`src/core/cid_pkg.sv`:
```
// constants and types of the 14-bit instruction decoder
// assumes one core clock; program memory and datapath share it
package cid_pkg;

    typedef enum logic [5:0] {
        OP_NO_OPERATION, OP_SW_RESET, OP_SUB_RETURN, OP_INTERRUPT_RETURN,
        OP_SUBROUTINE_CALL_ACC, OP_RELATIVE_BRANCH_ACC, OP_INDIRECT_READ_ACC, OP_INDIRECT_WRITE_ACC,
        OP_LOAD_BANK_SELECT, OP_LOAD_OPTION, OP_STANDBY, OP_WATCHDOG_CLEAR,
        OP_LOAD_PIN_DIRECTION, OP_MOVE_ACC_FILE, OP_CLEAR_ACC, OP_CLEAR_FILE,
        OP_SUB_ACC_FILE, OP_DEC_FILE, OP_OR_ACC_FILE, OP_AND_ACC_FILE,
        OP_XOR_ACC_FILE, OP_ADD_ACC_FILE, OP_MOVE_FILE, OP_COMPLEMENT_FILE,
        OP_INC_FILE, OP_DEC_SKIP_ZERO, OP_ROTATE_RIGHT_VIA_CARRY, OP_ROTATE_LEFT_VIA_CARRY,
        OP_SWAP_NIBBLES, OP_INC_SKIP_ZERO, OP_BIT_CLEAR_FILE, OP_BIT_SET_FILE,
        OP_BIT_TEST_SKIP_CLEAR, OP_BIT_TEST_SKIP_SET, OP_SUBROUTINE_CALL, OP_ABSOLUTE_JUMP,
        OP_LOAD_LITERAL_ACC, OP_POINTER_ADD_LITERAL, OP_LOAD_PC_HIGH_LATCH, OP_RELATIVE_BRANCH,
        OP_RETURN_WITH_LITERAL, OP_LOGIC_SHIFT_LEFT, OP_LOGIC_SHIFT_RIGHT, OP_ARITH_SHIFT_RIGHT_FILE,
        OP_OR_LITERAL_ACC, OP_AND_LITERAL_ACC, OP_XOR_LITERAL_ACC, OP_SUB_FILE_BORROW,
        OP_SUB_ACC_FROM_LITERAL, OP_ADD_ACC_FILE_CARRY, OP_ADD_LITERAL_ACC, OP_INDEXED_READ_ACC,
        OP_INDEXED_WRITE_ACC
    } cid_op_t;

    // gray along idle -> exec -> stall; the stall -> idle step flips both bits
    typedef enum logic [1:0] {
        ST_IDLE  = 2'b00,
        ST_EXEC  = 2'b01,
        ST_STALL = 2'b11
    } cid_state_t;

    localparam logic [6:0]  FILE_INDIRECT_PORT0 = 7'h00;
    localparam logic [6:0]  FILE_INDIRECT_PORT1 = 7'h01;
    localparam logic [1:0]  CYC_SINGLE          = 2'h1;
    localparam logic [1:0]  CYC_TRANSFER        = 2'h2;
    localparam logic [11:0] APB_CTRL_OFFSET     = 12'h000;
    localparam logic [11:0] APB_STATUS_OFFSET   = 12'h004;
    localparam int          CTRL_ENABLE_BIT     = 0;
    localparam logic        CTRL_ENABLE_RESET   = 1'b1;
    localparam int          STAT_CYC_LSB        = 8;
    localparam int          STAT_BUSY_BIT       = 16;

endpackage

```
`src/core/cid_decoder.sv`:
```
// 14-bit instruction decoder with cycle sequencing and a small apb slave
// assumes program memory and datapath run on i_core_clk; no synchronisers needed
//
// Implementation choices: the placing of the registers and the APB slave port.
`timescale 1ns/1ps
module cid_decoder
    import cid_pkg::*;
(
    // clock and reset
    input  wire logic        i_core_clk,
    input  wire logic        i_rst,
    // instruction fetch
    input  wire logic        i_instr_valid,
    input  wire logic [13:0] i_instr,
    output logic             o_ready,
    // datapath feedback
    input  wire logic        i_fsr0_msb,
    input  wire logic        i_fsr1_msb,
    input  wire logic        i_cond_true,
    // decoded controls
    output logic             o_exec,
    output logic             o_stall,
    output logic [5:0]       o_op,
    output logic             o_dest_file,
    output logic [6:0]       o_file_addr,
    output logic [2:0]       o_bit_sel,
    output logic [10:0]      o_literal,
    output logic             o_ptr_sel,
    output logic [1:0]       o_ptr_mode,
    output logic [15:0]      o_ptr_offset,
    output logic             o_cond,
    output logic             o_upd_c,
    output logic             o_upd_dc,
    output logic             o_upd_z,
    output logic             o_upd_stat,
    // apb slave
    input  wire logic        psel,
    input  wire logic        penable,
    input  wire logic        pwrite,
    input  wire logic [11:0] paddr,
    input  wire logic [31:0] pwdata,
    output logic [31:0]      prdata,
    output logic             pready,
    output logic             pslverr
);

    typedef struct packed {
        cid_state_t  state;
        logic        ready;
        logic        exec;
        logic        stall;
        logic [5:0]  op;
        logic        dest;
        logic [6:0]  faddr;
        logic [2:0]  bsel;
        logic [10:0] lit;
        logic        psel_n;
        logic [1:0]  pmode;
        logic [15:0] poff;
        logic        cond;
        logic        uc;
        logic        udc;
        logic        uz;
        logic        ustat;
        logic [1:0]  remain;
        logic [1:0]  total;
        logic [1:0]  last_cyc;
        logic        enable;
        logic [31:0] rdata;
        logic        pready;
        logic        perr;
    } cid_regs_t;

    cid_regs_t r_ff;
    cid_regs_t nxt_r;

    // ------------------------------------------------------------
    // opcode match
    // ------------------------------------------------------------
    cid_op_t dec_op;
    always_comb
    begin
        casez (i_instr)
            14'b00_0000_0000_0000: dec_op = OP_NO_OPERATION;
            14'b00_0000_0000_0001: dec_op = OP_SW_RESET;
            14'b00_0000_0000_1000: dec_op = OP_SUB_RETURN;
            14'b00_0000_0000_1001: dec_op = OP_INTERRUPT_RETURN;
            14'b00_0000_0000_1010: dec_op = OP_SUBROUTINE_CALL_ACC;
            14'b00_0000_0000_1011: dec_op = OP_RELATIVE_BRANCH_ACC;
            14'b00_0000_0001_0???: dec_op = OP_INDIRECT_READ_ACC;
            14'b00_0000_0001_1???: dec_op = OP_INDIRECT_WRITE_ACC;
            14'b00_0000_001?_????: dec_op = OP_LOAD_BANK_SELECT;
            14'b00_0000_0110_0010: dec_op = OP_LOAD_OPTION;
            14'b00_0000_0110_0011: dec_op = OP_STANDBY;
            14'b00_0000_0110_0100: dec_op = OP_WATCHDOG_CLEAR;
            14'b00_0000_0110_0???: dec_op = OP_LOAD_PIN_DIRECTION;
            14'b00_0000_1???_????: dec_op = OP_MOVE_ACC_FILE;
            14'b00_0001_0000_00??: dec_op = OP_CLEAR_ACC;
            14'b00_0001_1???_????: dec_op = OP_CLEAR_FILE;
            14'b00_0010_????_????: dec_op = OP_SUB_ACC_FILE;
            14'b00_0011_????_????: dec_op = OP_DEC_FILE;
            14'b00_0100_????_????: dec_op = OP_OR_ACC_FILE;
            14'b00_0101_????_????: dec_op = OP_AND_ACC_FILE;
            14'b00_0110_????_????: dec_op = OP_XOR_ACC_FILE;
            14'b00_0111_????_????: dec_op = OP_ADD_ACC_FILE;
            14'b00_1000_????_????: dec_op = OP_MOVE_FILE;
            14'b00_1001_????_????: dec_op = OP_COMPLEMENT_FILE;
            14'b00_1010_????_????: dec_op = OP_INC_FILE;
            14'b00_1011_????_????: dec_op = OP_DEC_SKIP_ZERO;
            14'b00_1100_????_????: dec_op = OP_ROTATE_RIGHT_VIA_CARRY;
            14'b00_1101_????_????: dec_op = OP_ROTATE_LEFT_VIA_CARRY;
            14'b00_1110_????_????: dec_op = OP_SWAP_NIBBLES;
            14'b00_1111_????_????: dec_op = OP_INC_SKIP_ZERO;
            14'b01_00??_????_????: dec_op = OP_BIT_CLEAR_FILE;
            14'b01_01??_????_????: dec_op = OP_BIT_SET_FILE;
            14'b01_10??_????_????: dec_op = OP_BIT_TEST_SKIP_CLEAR;
            14'b01_11??_????_????: dec_op = OP_BIT_TEST_SKIP_SET;
            14'b10_0???_????_????: dec_op = OP_SUBROUTINE_CALL;
            14'b10_1???_????_????: dec_op = OP_ABSOLUTE_JUMP;
            14'b11_0000_????_????: dec_op = OP_LOAD_LITERAL_ACC;
            14'b11_0001_0???_????: dec_op = OP_POINTER_ADD_LITERAL;
            14'b11_0001_1???_????: dec_op = OP_LOAD_PC_HIGH_LATCH;
            14'b11_001?_????_????: dec_op = OP_RELATIVE_BRANCH;
            14'b11_0100_????_????: dec_op = OP_RETURN_WITH_LITERAL;
            14'b11_0101_????_????: dec_op = OP_LOGIC_SHIFT_LEFT;
            14'b11_0110_????_????: dec_op = OP_LOGIC_SHIFT_RIGHT;
            14'b11_0111_????_????: dec_op = OP_ARITH_SHIFT_RIGHT_FILE;
            14'b11_1000_????_????: dec_op = OP_OR_LITERAL_ACC;
            14'b11_1001_????_????: dec_op = OP_AND_LITERAL_ACC;
            14'b11_1010_????_????: dec_op = OP_XOR_LITERAL_ACC;
            14'b11_1011_????_????: dec_op = OP_SUB_FILE_BORROW;
            14'b11_1100_????_????: dec_op = OP_SUB_ACC_FROM_LITERAL;
            14'b11_1101_????_????: dec_op = OP_ADD_ACC_FILE_CARRY;
            14'b11_1110_????_????: dec_op = OP_ADD_LITERAL_ACC;
            14'b11_1111_0???_????: dec_op = OP_INDEXED_READ_ACC;
            14'b11_1111_1???_????: dec_op = OP_INDEXED_WRITE_ACC;
            default:               dec_op = OP_NO_OPERATION;
        endcase
    end

    // ------------------------------------------------------------
    // per-opcode attributes
    // ------------------------------------------------------------
    logic       a_file;
    logic       a_ptr;
    logic       a_cond;
    logic       a_uc;
    logic       a_udc;
    logic       a_uz;
    logic       a_ustat;
    logic [1:0] a_cyc;
    always_comb
    begin
        a_file  = 1'b0;
        a_ptr   = 1'b0;
        a_cond  = 1'b0;
        a_uc    = 1'b0;
        a_udc   = 1'b0;
        a_uz    = 1'b0;
        a_ustat = 1'b0;
        a_cyc   = CYC_SINGLE;
        case (dec_op)
            OP_ADD_ACC_FILE, OP_SUB_ACC_FILE, OP_SUB_FILE_BORROW, OP_ADD_ACC_FILE_CARRY:
            begin
                a_file = 1'b1;
                a_uc   = 1'b1;
                a_udc  = 1'b1;
                a_uz   = 1'b1;
            end
            OP_ARITH_SHIFT_RIGHT_FILE, OP_LOGIC_SHIFT_LEFT, OP_LOGIC_SHIFT_RIGHT:
            begin
                a_file = 1'b1;
                a_uc   = 1'b1;
                a_uz   = 1'b1;
            end
            OP_ROTATE_LEFT_VIA_CARRY, OP_ROTATE_RIGHT_VIA_CARRY:
            begin
                a_file = 1'b1;
                a_uc   = 1'b1;
            end
            OP_XOR_ACC_FILE, OP_AND_ACC_FILE, OP_OR_ACC_FILE, OP_MOVE_FILE, OP_COMPLEMENT_FILE,
            OP_DEC_FILE, OP_INC_FILE, OP_CLEAR_FILE:
            begin
                a_file = 1'b1;
                a_uz   = 1'b1;
            end
            OP_MOVE_ACC_FILE, OP_SWAP_NIBBLES, OP_BIT_CLEAR_FILE, OP_BIT_SET_FILE:
            begin
                a_file = 1'b1;
            end
            OP_DEC_SKIP_ZERO, OP_INC_SKIP_ZERO, OP_BIT_TEST_SKIP_CLEAR, OP_BIT_TEST_SKIP_SET:
            begin
                a_file = 1'b1;
                a_cond = 1'b1;
            end
            OP_CLEAR_ACC, OP_OR_LITERAL_ACC, OP_XOR_LITERAL_ACC, OP_AND_LITERAL_ACC:
            begin
                a_uz = 1'b1;
            end
            OP_SUB_ACC_FROM_LITERAL, OP_ADD_LITERAL_ACC:
            begin
                a_uc  = 1'b1;
                a_udc = 1'b1;
                a_uz  = 1'b1;
            end
            OP_RELATIVE_BRANCH, OP_RELATIVE_BRANCH_ACC, OP_SUBROUTINE_CALL, OP_ABSOLUTE_JUMP,
            OP_SUBROUTINE_CALL_ACC, OP_SUB_RETURN, OP_INTERRUPT_RETURN, OP_RETURN_WITH_LITERAL:
            begin
                a_cyc = CYC_TRANSFER;
            end
            OP_WATCHDOG_CLEAR, OP_STANDBY:
            begin
                a_ustat = 1'b1;
            end
            OP_INDIRECT_READ_ACC, OP_INDEXED_READ_ACC:
            begin
                a_ptr = 1'b1;
                a_uz  = 1'b1;
            end
            OP_INDIRECT_WRITE_ACC, OP_INDEXED_WRITE_ACC:
            begin
                a_ptr = 1'b1;
            end
            default:
            begin
                a_cyc = CYC_SINGLE;
            end
        endcase
    end

    // pointer bit sits at bit 2 for modifier forms, bit 6 for indexed and add forms
    logic ptr_n;
    logic slow_ptr;
    assign ptr_n    = (dec_op == OP_INDIRECT_READ_ACC || dec_op == OP_INDIRECT_WRITE_ACC) ? i_instr[2] : i_instr[6];
    assign slow_ptr = (a_file && i_instr[6:0] == FILE_INDIRECT_PORT0 && i_fsr0_msb)
                   || (a_file && i_instr[6:0] == FILE_INDIRECT_PORT1 && i_fsr1_msb)
                   || (a_ptr && (ptr_n ? i_fsr1_msb : i_fsr0_msb));

    // ------------------------------------------------------------
    // sequencer and apb
    // ------------------------------------------------------------
    logic       take;
    logic [1:0] after_exec;
    logic       apb_acc;
    always_comb
    begin
        nxt_r      = r_ff;
        take       = (r_ff.state == ST_IDLE) && r_ff.ready && i_instr_valid;
        after_exec = r_ff.remain + {1'b0, (r_ff.cond && i_cond_true)};
        apb_acc    = psel && penable && !r_ff.pready;
        case (r_ff.state)
            ST_IDLE:
            begin
                if (take)
                begin
                    nxt_r.state  = ST_EXEC;
                    nxt_r.ready  = 1'b0;
                    nxt_r.exec   = 1'b1;
                    // a disabled decoder turns every word into a no operation
                    nxt_r.op     = r_ff.enable ? dec_op : OP_NO_OPERATION;
                    nxt_r.dest   = i_instr[7];
                    nxt_r.faddr  = i_instr[6:0];
                    nxt_r.bsel   = i_instr[9:7];
                    nxt_r.lit    = i_instr[10:0];
                    nxt_r.psel_n = ptr_n;
                    nxt_r.pmode  = i_instr[1:0];
                    nxt_r.poff   = {{10{i_instr[5]}}, i_instr[5:0]};
                    nxt_r.cond   = r_ff.enable && a_cond;
                    nxt_r.uc     = r_ff.enable && a_uc;
                    nxt_r.udc    = r_ff.enable && a_udc;
                    nxt_r.uz     = r_ff.enable && a_uz;
                    nxt_r.ustat  = r_ff.enable && a_ustat;
                    nxt_r.remain = r_ff.enable ? a_cyc - CYC_SINGLE + {1'b0, slow_ptr} : 2'h0;
                end
            end
            ST_EXEC:
            begin
                nxt_r.exec  = 1'b0;
                nxt_r.total = after_exec + CYC_SINGLE;
                if (after_exec == 2'h0)
                begin
                    nxt_r.state    = ST_IDLE;
                    nxt_r.ready    = 1'b1;
                    nxt_r.last_cyc = CYC_SINGLE;
                end
                else
                begin
                    nxt_r.state  = ST_STALL;
                    nxt_r.stall  = 1'b1;
                    nxt_r.remain = after_exec - 2'h1;
                end
            end
            ST_STALL:
            begin
                if (r_ff.remain == 2'h0)
                begin
                    nxt_r.state    = ST_IDLE;
                    nxt_r.stall    = 1'b0;
                    nxt_r.ready    = 1'b1;
                    nxt_r.last_cyc = r_ff.total;
                end
                else
                begin
                    nxt_r.remain = r_ff.remain - 2'h1;
                end
            end
            default:
            begin
                nxt_r.state = ST_IDLE;
            end
        endcase

        // one wait state: pready rises in the second access cycle
        nxt_r.pready = apb_acc;
        nxt_r.perr   = 1'b0;
        if (apb_acc)
        begin
            nxt_r.rdata = 32'h0000_0000;
            if (paddr == APB_CTRL_OFFSET)
            begin
                nxt_r.rdata[CTRL_ENABLE_BIT] = r_ff.enable;
            end
            else if (paddr == APB_STATUS_OFFSET)
            begin
                nxt_r.rdata[5:0]                        = r_ff.op;
                nxt_r.rdata[STAT_CYC_LSB+1:STAT_CYC_LSB] = r_ff.last_cyc;
                nxt_r.rdata[STAT_BUSY_BIT]              = !r_ff.ready;
            end
            else
            begin
                nxt_r.perr = 1'b1;
            end
        end
        // the write lands on the edge that completes the transfer, with pready seen high
        if (psel && penable && r_ff.pready && pwrite && paddr == APB_CTRL_OFFSET)
        begin
            nxt_r.enable = pwdata[CTRL_ENABLE_BIT];
        end
    end

    always_ff @(posedge i_core_clk or posedge i_rst)
    begin
        if (i_rst)
        begin
            r_ff        <= '0;
            r_ff.state  <= ST_IDLE;
            r_ff.ready  <= 1'b1;
            r_ff.enable <= CTRL_ENABLE_RESET;
        end
        else
        begin
            r_ff <= nxt_r;
        end
    end

    assign o_ready      = r_ff.ready;
    assign o_exec       = r_ff.exec;
    assign o_stall      = r_ff.stall;
    assign o_op         = r_ff.op;
    assign o_dest_file  = r_ff.dest;
    assign o_file_addr  = r_ff.faddr;
    assign o_bit_sel    = r_ff.bsel;
    assign o_literal    = r_ff.lit;
    assign o_ptr_sel    = r_ff.psel_n;
    assign o_ptr_mode   = r_ff.pmode;
    assign o_ptr_offset = r_ff.poff;
    assign o_cond       = r_ff.cond;
    assign o_upd_c      = r_ff.uc;
    assign o_upd_dc     = r_ff.udc;
    assign o_upd_z      = r_ff.uz;
    assign o_upd_stat   = r_ff.ustat;
    assign prdata       = r_ff.rdata;
    assign pready       = r_ff.pready;
    assign pslverr      = r_ff.perr;
endmodule

```
`config.mk`:
```
export PLATFORM = sky130hd
export DESIGN_NAME = cid_decoder
export DESIGN_NICKNAME = d
export VERILOG_FILES = /design/src/core/cid_pkg.sv /design/src/core/cid_decoder.sv
export SDC_FILE = /design/constraint.sdc
export NUM_CORES = 1
export LEC_CHECK = 0
export BUFFER_PORTS_ARGS = -buffer_cell sky130_fd_sc_hd__buf_2
export CELL_PAD_IN_SITES_DETAIL_PLACEMENT = 0
export CELL_PAD_IN_SITES_GLOBAL_PLACEMENT = 2
export CORE_MARGIN = 2
export CORE_UTILIZATION = 26
export DETAILED_ROUTE_END_ITERATION = 8
export PLACE_DENSITY = 0.82
export SKIP_LAST_GASP = 1
export SLEW_MARGIN = 0
export SYNTH_ARGS = -nofsm -noshare
export SYNTH_HDL_FRONTEND = slang
export SYNTH_SLANG_ARGS = --single-unit
```
`constraint.sdc`:
```
create_clock -name i_core_clk -period 2.27 [get_ports i_core_clk]
set_clock_uncertainty 0.05 [all_clocks]
set_input_delay 0.5675 -clock i_core_clk [delete_from_list [all_inputs] [get_ports i_core_clk]]
set_output_delay 0.5675 -clock i_core_clk [all_outputs]
set_load 0.02 [all_outputs]
```
After elaboration in Yosys (flattened, before gate mapping)
Cells that the tools add are included.

Reductions and logical operators: 47. $add $sub $neg: 6. Equality and inequality tests: 106. Multiplexer cells: 41.

Operators with widths (number): $pmux 6 s41 (1); $eq 6x6->1 const B (30); $eq 6x5->1 const B (16); $eq 6x4->1 const B (13); $pmux 6 s12 (1); $eq 14x4->1 const B (4); $eq 6x3->1 const B (8); $eq 14x7->1 const B (3); $eq 7x7->1 const B (4); $reduce_or 25->1 (1); $eq 6x2->1 const B (4); $reduce_or 23->1 (1); $eq 11x2->1 const B (2); $mux 2 (10); $logic_and 1x1->1 (18); $mux 1 (18); $eq 4x3->1 const B (4); $eq 14x1->1 const B (1); $eq 7x1->1 const B (2); $logic_not 14->1 (1); $eq 12x3->1 const B (1); $eq 12x7->1 const B (1); $logic_not 12->1 (1); $mux 6 (2); 32 further kinds (53).

Output and inout bits: 89. Logic and storage cells: 224. Register bits: 65. Input bits: 67.

Longest topological paths before layout
Word-level depth: 14. Depth in mapped cells: 15. Depth with buffers taken out: 13.

Least setup slack after synthesis
No wires, ideal clock.

Kind: input -> register. From: in i_instr[11]. To: reg r_ff[40] (netlist bit). Buffers on the path: 2. Slack: -785 ps. Required time: 2099 ps. Arrival time: 2884 ps. Stages: 13. Cells stage by stage: buf_2 -> nand4_1 -> o31ai_1 -> a32o_1 -> or4_4 -> buf_6 -> mux2_4 -> a21oi_2 -> a31oi_1 -> ha_1 -> a21oi_1 -> o21ba_2 -> o22a_1.

Cells in the longest elaborated chain, start to end: 14. Elaborated cells on any way between the ends: 113. Classes of those cells: add/sub (2); eq/ne (89); mux (10); reduce/logical (12).

RTL lines: start, declared (RTL line cid_decoder.sv:14) `input wire logic [13:0] i_instr,`; $eq 12x7->1, or another cell as far along (RTL line cid_decoder.sv:83) `casez (i_instr)`; $pmux 6 s41 (RTL line cid_decoder.sv:83); $pmux 6 s12 (*) (RTL line cid_decoder.sv:83); $eq 6x5->1, or another cell as far along (RTL line cid_decoder.sv:162) `case (dec_op)`; $reduce_or 25->1 (no line); $mux 1 (RTL line cid_decoder.sv:162); $logic_and 1x1->1, on equally long branches (2 in a row) (RTL line cid_decoder.sv:235, cid_decoder.sv:236); $logic_or 1x1->1 (RTL line cid_decoder.sv:236) `|| (a_file && i_instr[6:0] == FILE_INDIRECT_PORT1 && i_fsr1_msb)`; $logic_or 1x1->1 (RTL line cid_decoder.sv:237) `|| (a_ptr && (ptr_n ? i_fsr1_msb : i_fsr0_msb));`; $add 2x1->2 (*) (RTL line cid_decoder.sv:273) `nxt_r.remain = r_ff.enable ? a_cyc - CYC_SINGLE + {1'b0, slow_ptr} : 2'h0;`; $mux 2 (*) (RTL line cid_decoder.sv:273); $mux 2 (*) (RTL line cid_decoder.sv:254) `if (take)`; $pmux 2 s3 (*) (RTL line cid_decoder.sv:251) `case (r_ff.state)`; end signal, assigned (RTL line cid_decoder.sv:352) `r_ff <= nxt_r;`; end, declared (RTL line cid_decoder.sv:74) `cid_regs_t r_ff;`.

Mark *: on every way between the ends. The rest lies on a longest branch, timed or not. The select of a mux whose other input is x is not followed. A chain may end at the register's enable or synchronous reset.

Worst setup path after layout
From: in i_instr[5]. To: reg r_ff[39] (netlist bit).

Cells in the longest elaborated chain, start to end: 14. Elaborated cells on any way between the ends: 76. Classes of those cells: add/sub (2); eq/ne (51); mux (10); reduce/logical (13).

RTL lines (RTL line): $eq 12x7->1 / $eq 11x4->1 (equally long branches) (cid_decoder.sv:83); $pmux 6 s41 (cid_decoder.sv:83); $pmux 6 s12 (cid_decoder.sv:83); $eq 6x5->1, or another cell as far along (cid_decoder.sv:162); $reduce_or 25->1 (no line); $mux 1 (cid_decoder.sv:162); $logic_and 1x1->1, on equally long branches (2 in a row) (cid_decoder.sv:235, cid_decoder.sv:236); $logic_or 1x1->1 (cid_decoder.sv:236); $logic_or 1x1->1 (cid_decoder.sv:237); $add 2x1->2 (*) (cid_decoder.sv:273); $mux 2 (*) (cid_decoder.sv:273); $mux 2 (*) (cid_decoder.sv:254); $pmux 2 s3 (*) (cid_decoder.sv:251).

Marked as above.

==> results_dict.tcl <==
set metrics [dict create \
    p_comb_share_pct 27.7 \
    path_delay_family "simple AND/OR/NAND/NOR gates" \
    fin_ws_ps -655 \
    p_switching_mw 0.617 \
    pre_cts_ws_ps -1080 \
    clk_path_buf_depth 2 \
    vias 3492 \
    start_kind "primary input" \
    drc 0 \
    worst_path_largest_cell_delay_ps 550 \
    nets 659 \
    maxCapViolations 0 \
    synth.distinct_cells 67 \
    status "complete, but fails checks" \
    crit_path_frequent_cell "buf_4" \
    holdBufCountCts 0 \
    cts_max_level 2 \
    violations "negative setup slack" \
    dieArea_um2 14600 \
    wl_per_cell_um 13.5 \
    p_leak_nw 2.60 \
    path_buf_inv 3 \
    period_share_pct 129 \
    rsz0062_at_grt "true" \
    clkPwrFrac_pct 34.2 \
    worstReg2RegStart "o_cond" \
    grt-ovfl-total 0 \
    n_antenna_cell 0 \
    synth_edf_count 0 \
    syn_to_final_growth_pct 44.8 \
    crit_path_top_delay_cell "or4_4" \
    irDropWorstVdd_mv 0.262 \
    totalPowerFinal_mw 2.15 \
    antenna_left 0 \
    die_h_um 121 \
    cts_tree "built" \
    path_class "primary input to flip-flop" \
    pin_count 156 \
    finalHoldViolCount 0 \
    placementRows 42 \
    tightest_slew_ps 573 \
    wl_um 10400 \
    clk_latency_ps 290 \
    synth_seq_area_share_pct 32.4 \
    slew_violations 0 \
    fmax_mhz 342 \
    grt_util_all_layers_pct 14.0 \
    grt_max_degree 47 \
    ys.flop_type "dfrtp_1" \
    slew_headroom_pct 61.8 \
    io_buffers 101 \
    drive_gt1_share_pct 49.0 \
    syn-cell-area_um2 3560 \
    synth_seq_cells 46 \
    clock_tree.root_cell "clkbuf_16" \
    cp_max_fo 5 \
    synthArstFlopShare_pct 100 \
    hold_class "primary input to async pin" \
    core_um2 13300 \
    crit_path_start "i_instr[5]" \
    seqPwrFrac_pct 38.2 \
    crit_required_ps 2400 \
    yosys_warnings 0 \
    p_per_area_nw_per_um2 418 \
    clock_sink_count 46 \
    path_cells "buf_2 -> nor4bb_4 -> buf_4 -> o21ai_4 -> buf_4 -> a21oi_1 -> or4_4 -> mux2i_1 -> a41oi_4 -> a31oi_2 -> ha_2 -> nand2_1 -> nor2_1 -> a31oi_1 -> o21ai_1" \
    netlist_instances 435 \
    grt_pass1_vias 3324 \
    hold_ws_ps 373 \
    critPathArrivalTime_ps 3050 \
    finalSetupViolations 6 \
    clkTransAtPathRegs_ps 70 \
    gp_congestion 0.874 \
    die_w_um 121 \
    antenna_found_initial 0 \
    cts-buffers-inserted 5 \
    post-route-min-period_ps 2930 \
    first_pass_iters 4 \
    syn_avg_cell_area_um2 8.18 \
    viasPerCell 4.56 \
    dp_hpwl_um 7960 \
    internal_power_mw 1.54 \
    cp-end-kind "flip-flop" \
    grt_pass1_wl_um 16600 \
    swShare_pct 28.6 \
    initial_core_util_pct 26.8 \
    drt_iter0_markers 190 \
]
[layer usage]
metal / routed length [µm] / track usage, % / up-vias
met5: 0 / 0 / -
met4: 160 / 4.07 / 0
met3: 590 / 1.41 / 11
met2: 4850 / 23.5 / 120
met1: 4760 / 19.2 / 1639
li1: - / - / 1722
[through the flow]
step	instances	instance area, µm²	TNS [ps]	utilization, %
CTS	754	4920	-2110	37.0
global placement	725	4410	-5290	33.2
detailed placement	725	4410	-4960	33.2
global route	766	5150	-3330	38.8
floorplan	457	3680	-1910	-
finish	766	5150	-2560	38.8
[cells in the mapped netlist (3+ instances only)]
master / instances / area share [%]
inv_1: 11 / 1.2
a31oi_1: 8 / 1.4
o21a_1: 3 / 0.63
a21oi_1: 18 / 2.5
mux2i_1: 3 / 0.84
buf_4: 78 / 16
nand3_1: 4 / 0.56
nor2b_1: 6 / 1.1
o21ai_0: 21 / 3.0
clkbuf_1: 12 / 1.3
nor3_1: 9 / 1.3
nor4_1: 7 / 1.2
nor2_1: 22 / 2.3
dfrtp_1: 44 / 31
o211ai_1: 3 / 0.63
nand2b_1: 7 / 1.2
buf_6: 3 / 0.95
nand4_1: 5 / 0.88
mux2_2: 3 / 0.95
a22o_1: 11 / 2.7
nand2_1: 73 / 7.7
nor3b_1: 3 / 0.63
ha_1: 3 / 1.1
o21ai_1: 6 / 0.84
and2_1: 4 / 0.70
and3_1: 3 / 0.53
or2_2: 3 / 0.53
buf_2: 9 / 1.3
[power by group through the flow]
| stage | clock network (mW) | registers (mW) | logic, mW |
|---|---|---|---|
| 2_1_floorplan | 0 | 0.840 | 0.265 |
| 3_3_place_gp | 0 | 0.838 | 0.445 |
| 3_5_place_dp | 0 | 0.838 | 0.445 |
| 4_1_cts | 0.749 | 0.822 | 0.532 |
| 5_1_grt | 0.795 | 0.822 | 0.641 |
| 6_report | 0.736 | 0.822 | 0.596 |
[cells by family (layout without fill, tap and decap cells)]
family	count (synthesis)	in the layout	synth area share, %
buf+inv	114	247	21.2
compound gates	102	102	19.5
flops	46	46	32.4
simple gates	159	159	22.6
xor+xnor	2	2	0.492
other cells	1	23	0.105
mux	8	8	2.64
fa+ha+maj	3	3	1.05
[worst reg2reg max path: cells and delay by family (launching register included)]
| family | cells | cell delay, ps |
|---|---|---|
| AND/OR/NAND/NOR | 3 | 510 |
| flip-flops | 1 | 410 |
| multiplexers | 1 | 80 |
| AO/OA/AOI/OAI | 2 | 250 |
| adder cells (fa/ha/maj) | 2 | 390 |
| XOR/XNOR | 1 | 150 |
[path summary, 6_finish.rpt]
check | endpoint | slack, ps | cells after the start
min in group i_core_clk | o_upd_stat | 420 | 2
max reg2reg | r_ff[40] | 310 | 9
max | r_ff[39] | -660 | 15
min reg2reg | o_upd_stat | 420 | 2
min | prdata[1] | 370 | 3
max in group asynchronous | o_ptr_sel | 1420 | 3
[layout make-up]
type,instances,area [µm²]
Fill cell,1308,8140
Clock inverter,3,25.0
Tap cell,176,220
Clock buffer,5,125
Inverter,11,41.3
Timing Repair Buffer,228,1630
Multi-Input combinational cell,297,1960
Sequential cell,46,1150
[cells in the final DEF, fill, tap and decap left out, types with 3 or more instances in the layout]
master	synthesis	layout
nor3_2	1	3
o21a_1	3	3
mux2i_1	3	3
or2_2	3	3
o211ai_1	3	3
and2_1	4	4
a21oi_1	18	17
nor2b_1	6	5
inv_1	11	9
nor3b_1	3	3
dfrtp_1	44	44
buf_6	3	14
nor4_2	0	4
conb_1	1	23
nor4_1	7	3
o21ai_1	6	6
nand2_1	73	72
mux2_2	3	3
buf_2	9	95
buf_8	0	3
a22o_1	11	11
a31oi_1	8	7
nor2_1	22	20
nand2b_1	7	6
nor3_1	9	7
o21ai_0	21	17
buf_4	78	110
nand3_1	4	4
buf_12	0	5
nand4_1	5	5
clkbuf_16	0	6
[state kept, by name (all words and copies together), names as in the netlist]
signal       cells
o_upd_c          1
o_cond           1
prdata           9
pready           1
o_file_addr      6
o_upd_z          1
o_upd_dc         1
r_ff             9
pslverr          1
o_ptr_sel        1
o_literal        3
o_ready          1
o_op             6
o_bit_sel        2
o_exec           1
o_stall          1
o_upd_stat       1
[timing repair]
| item | 4_1_cts | 5_1_grt |
|---|---|---|
| setup buffers | 21 | 11 |
| gates cloned | 0 | 1 |
| pin swaps | 18 | 13 |
| setup endpoints to repair | 7 | 7 |
| gates resized for setup | 48 | 25 |
Power figures use the tool's default switching activity.
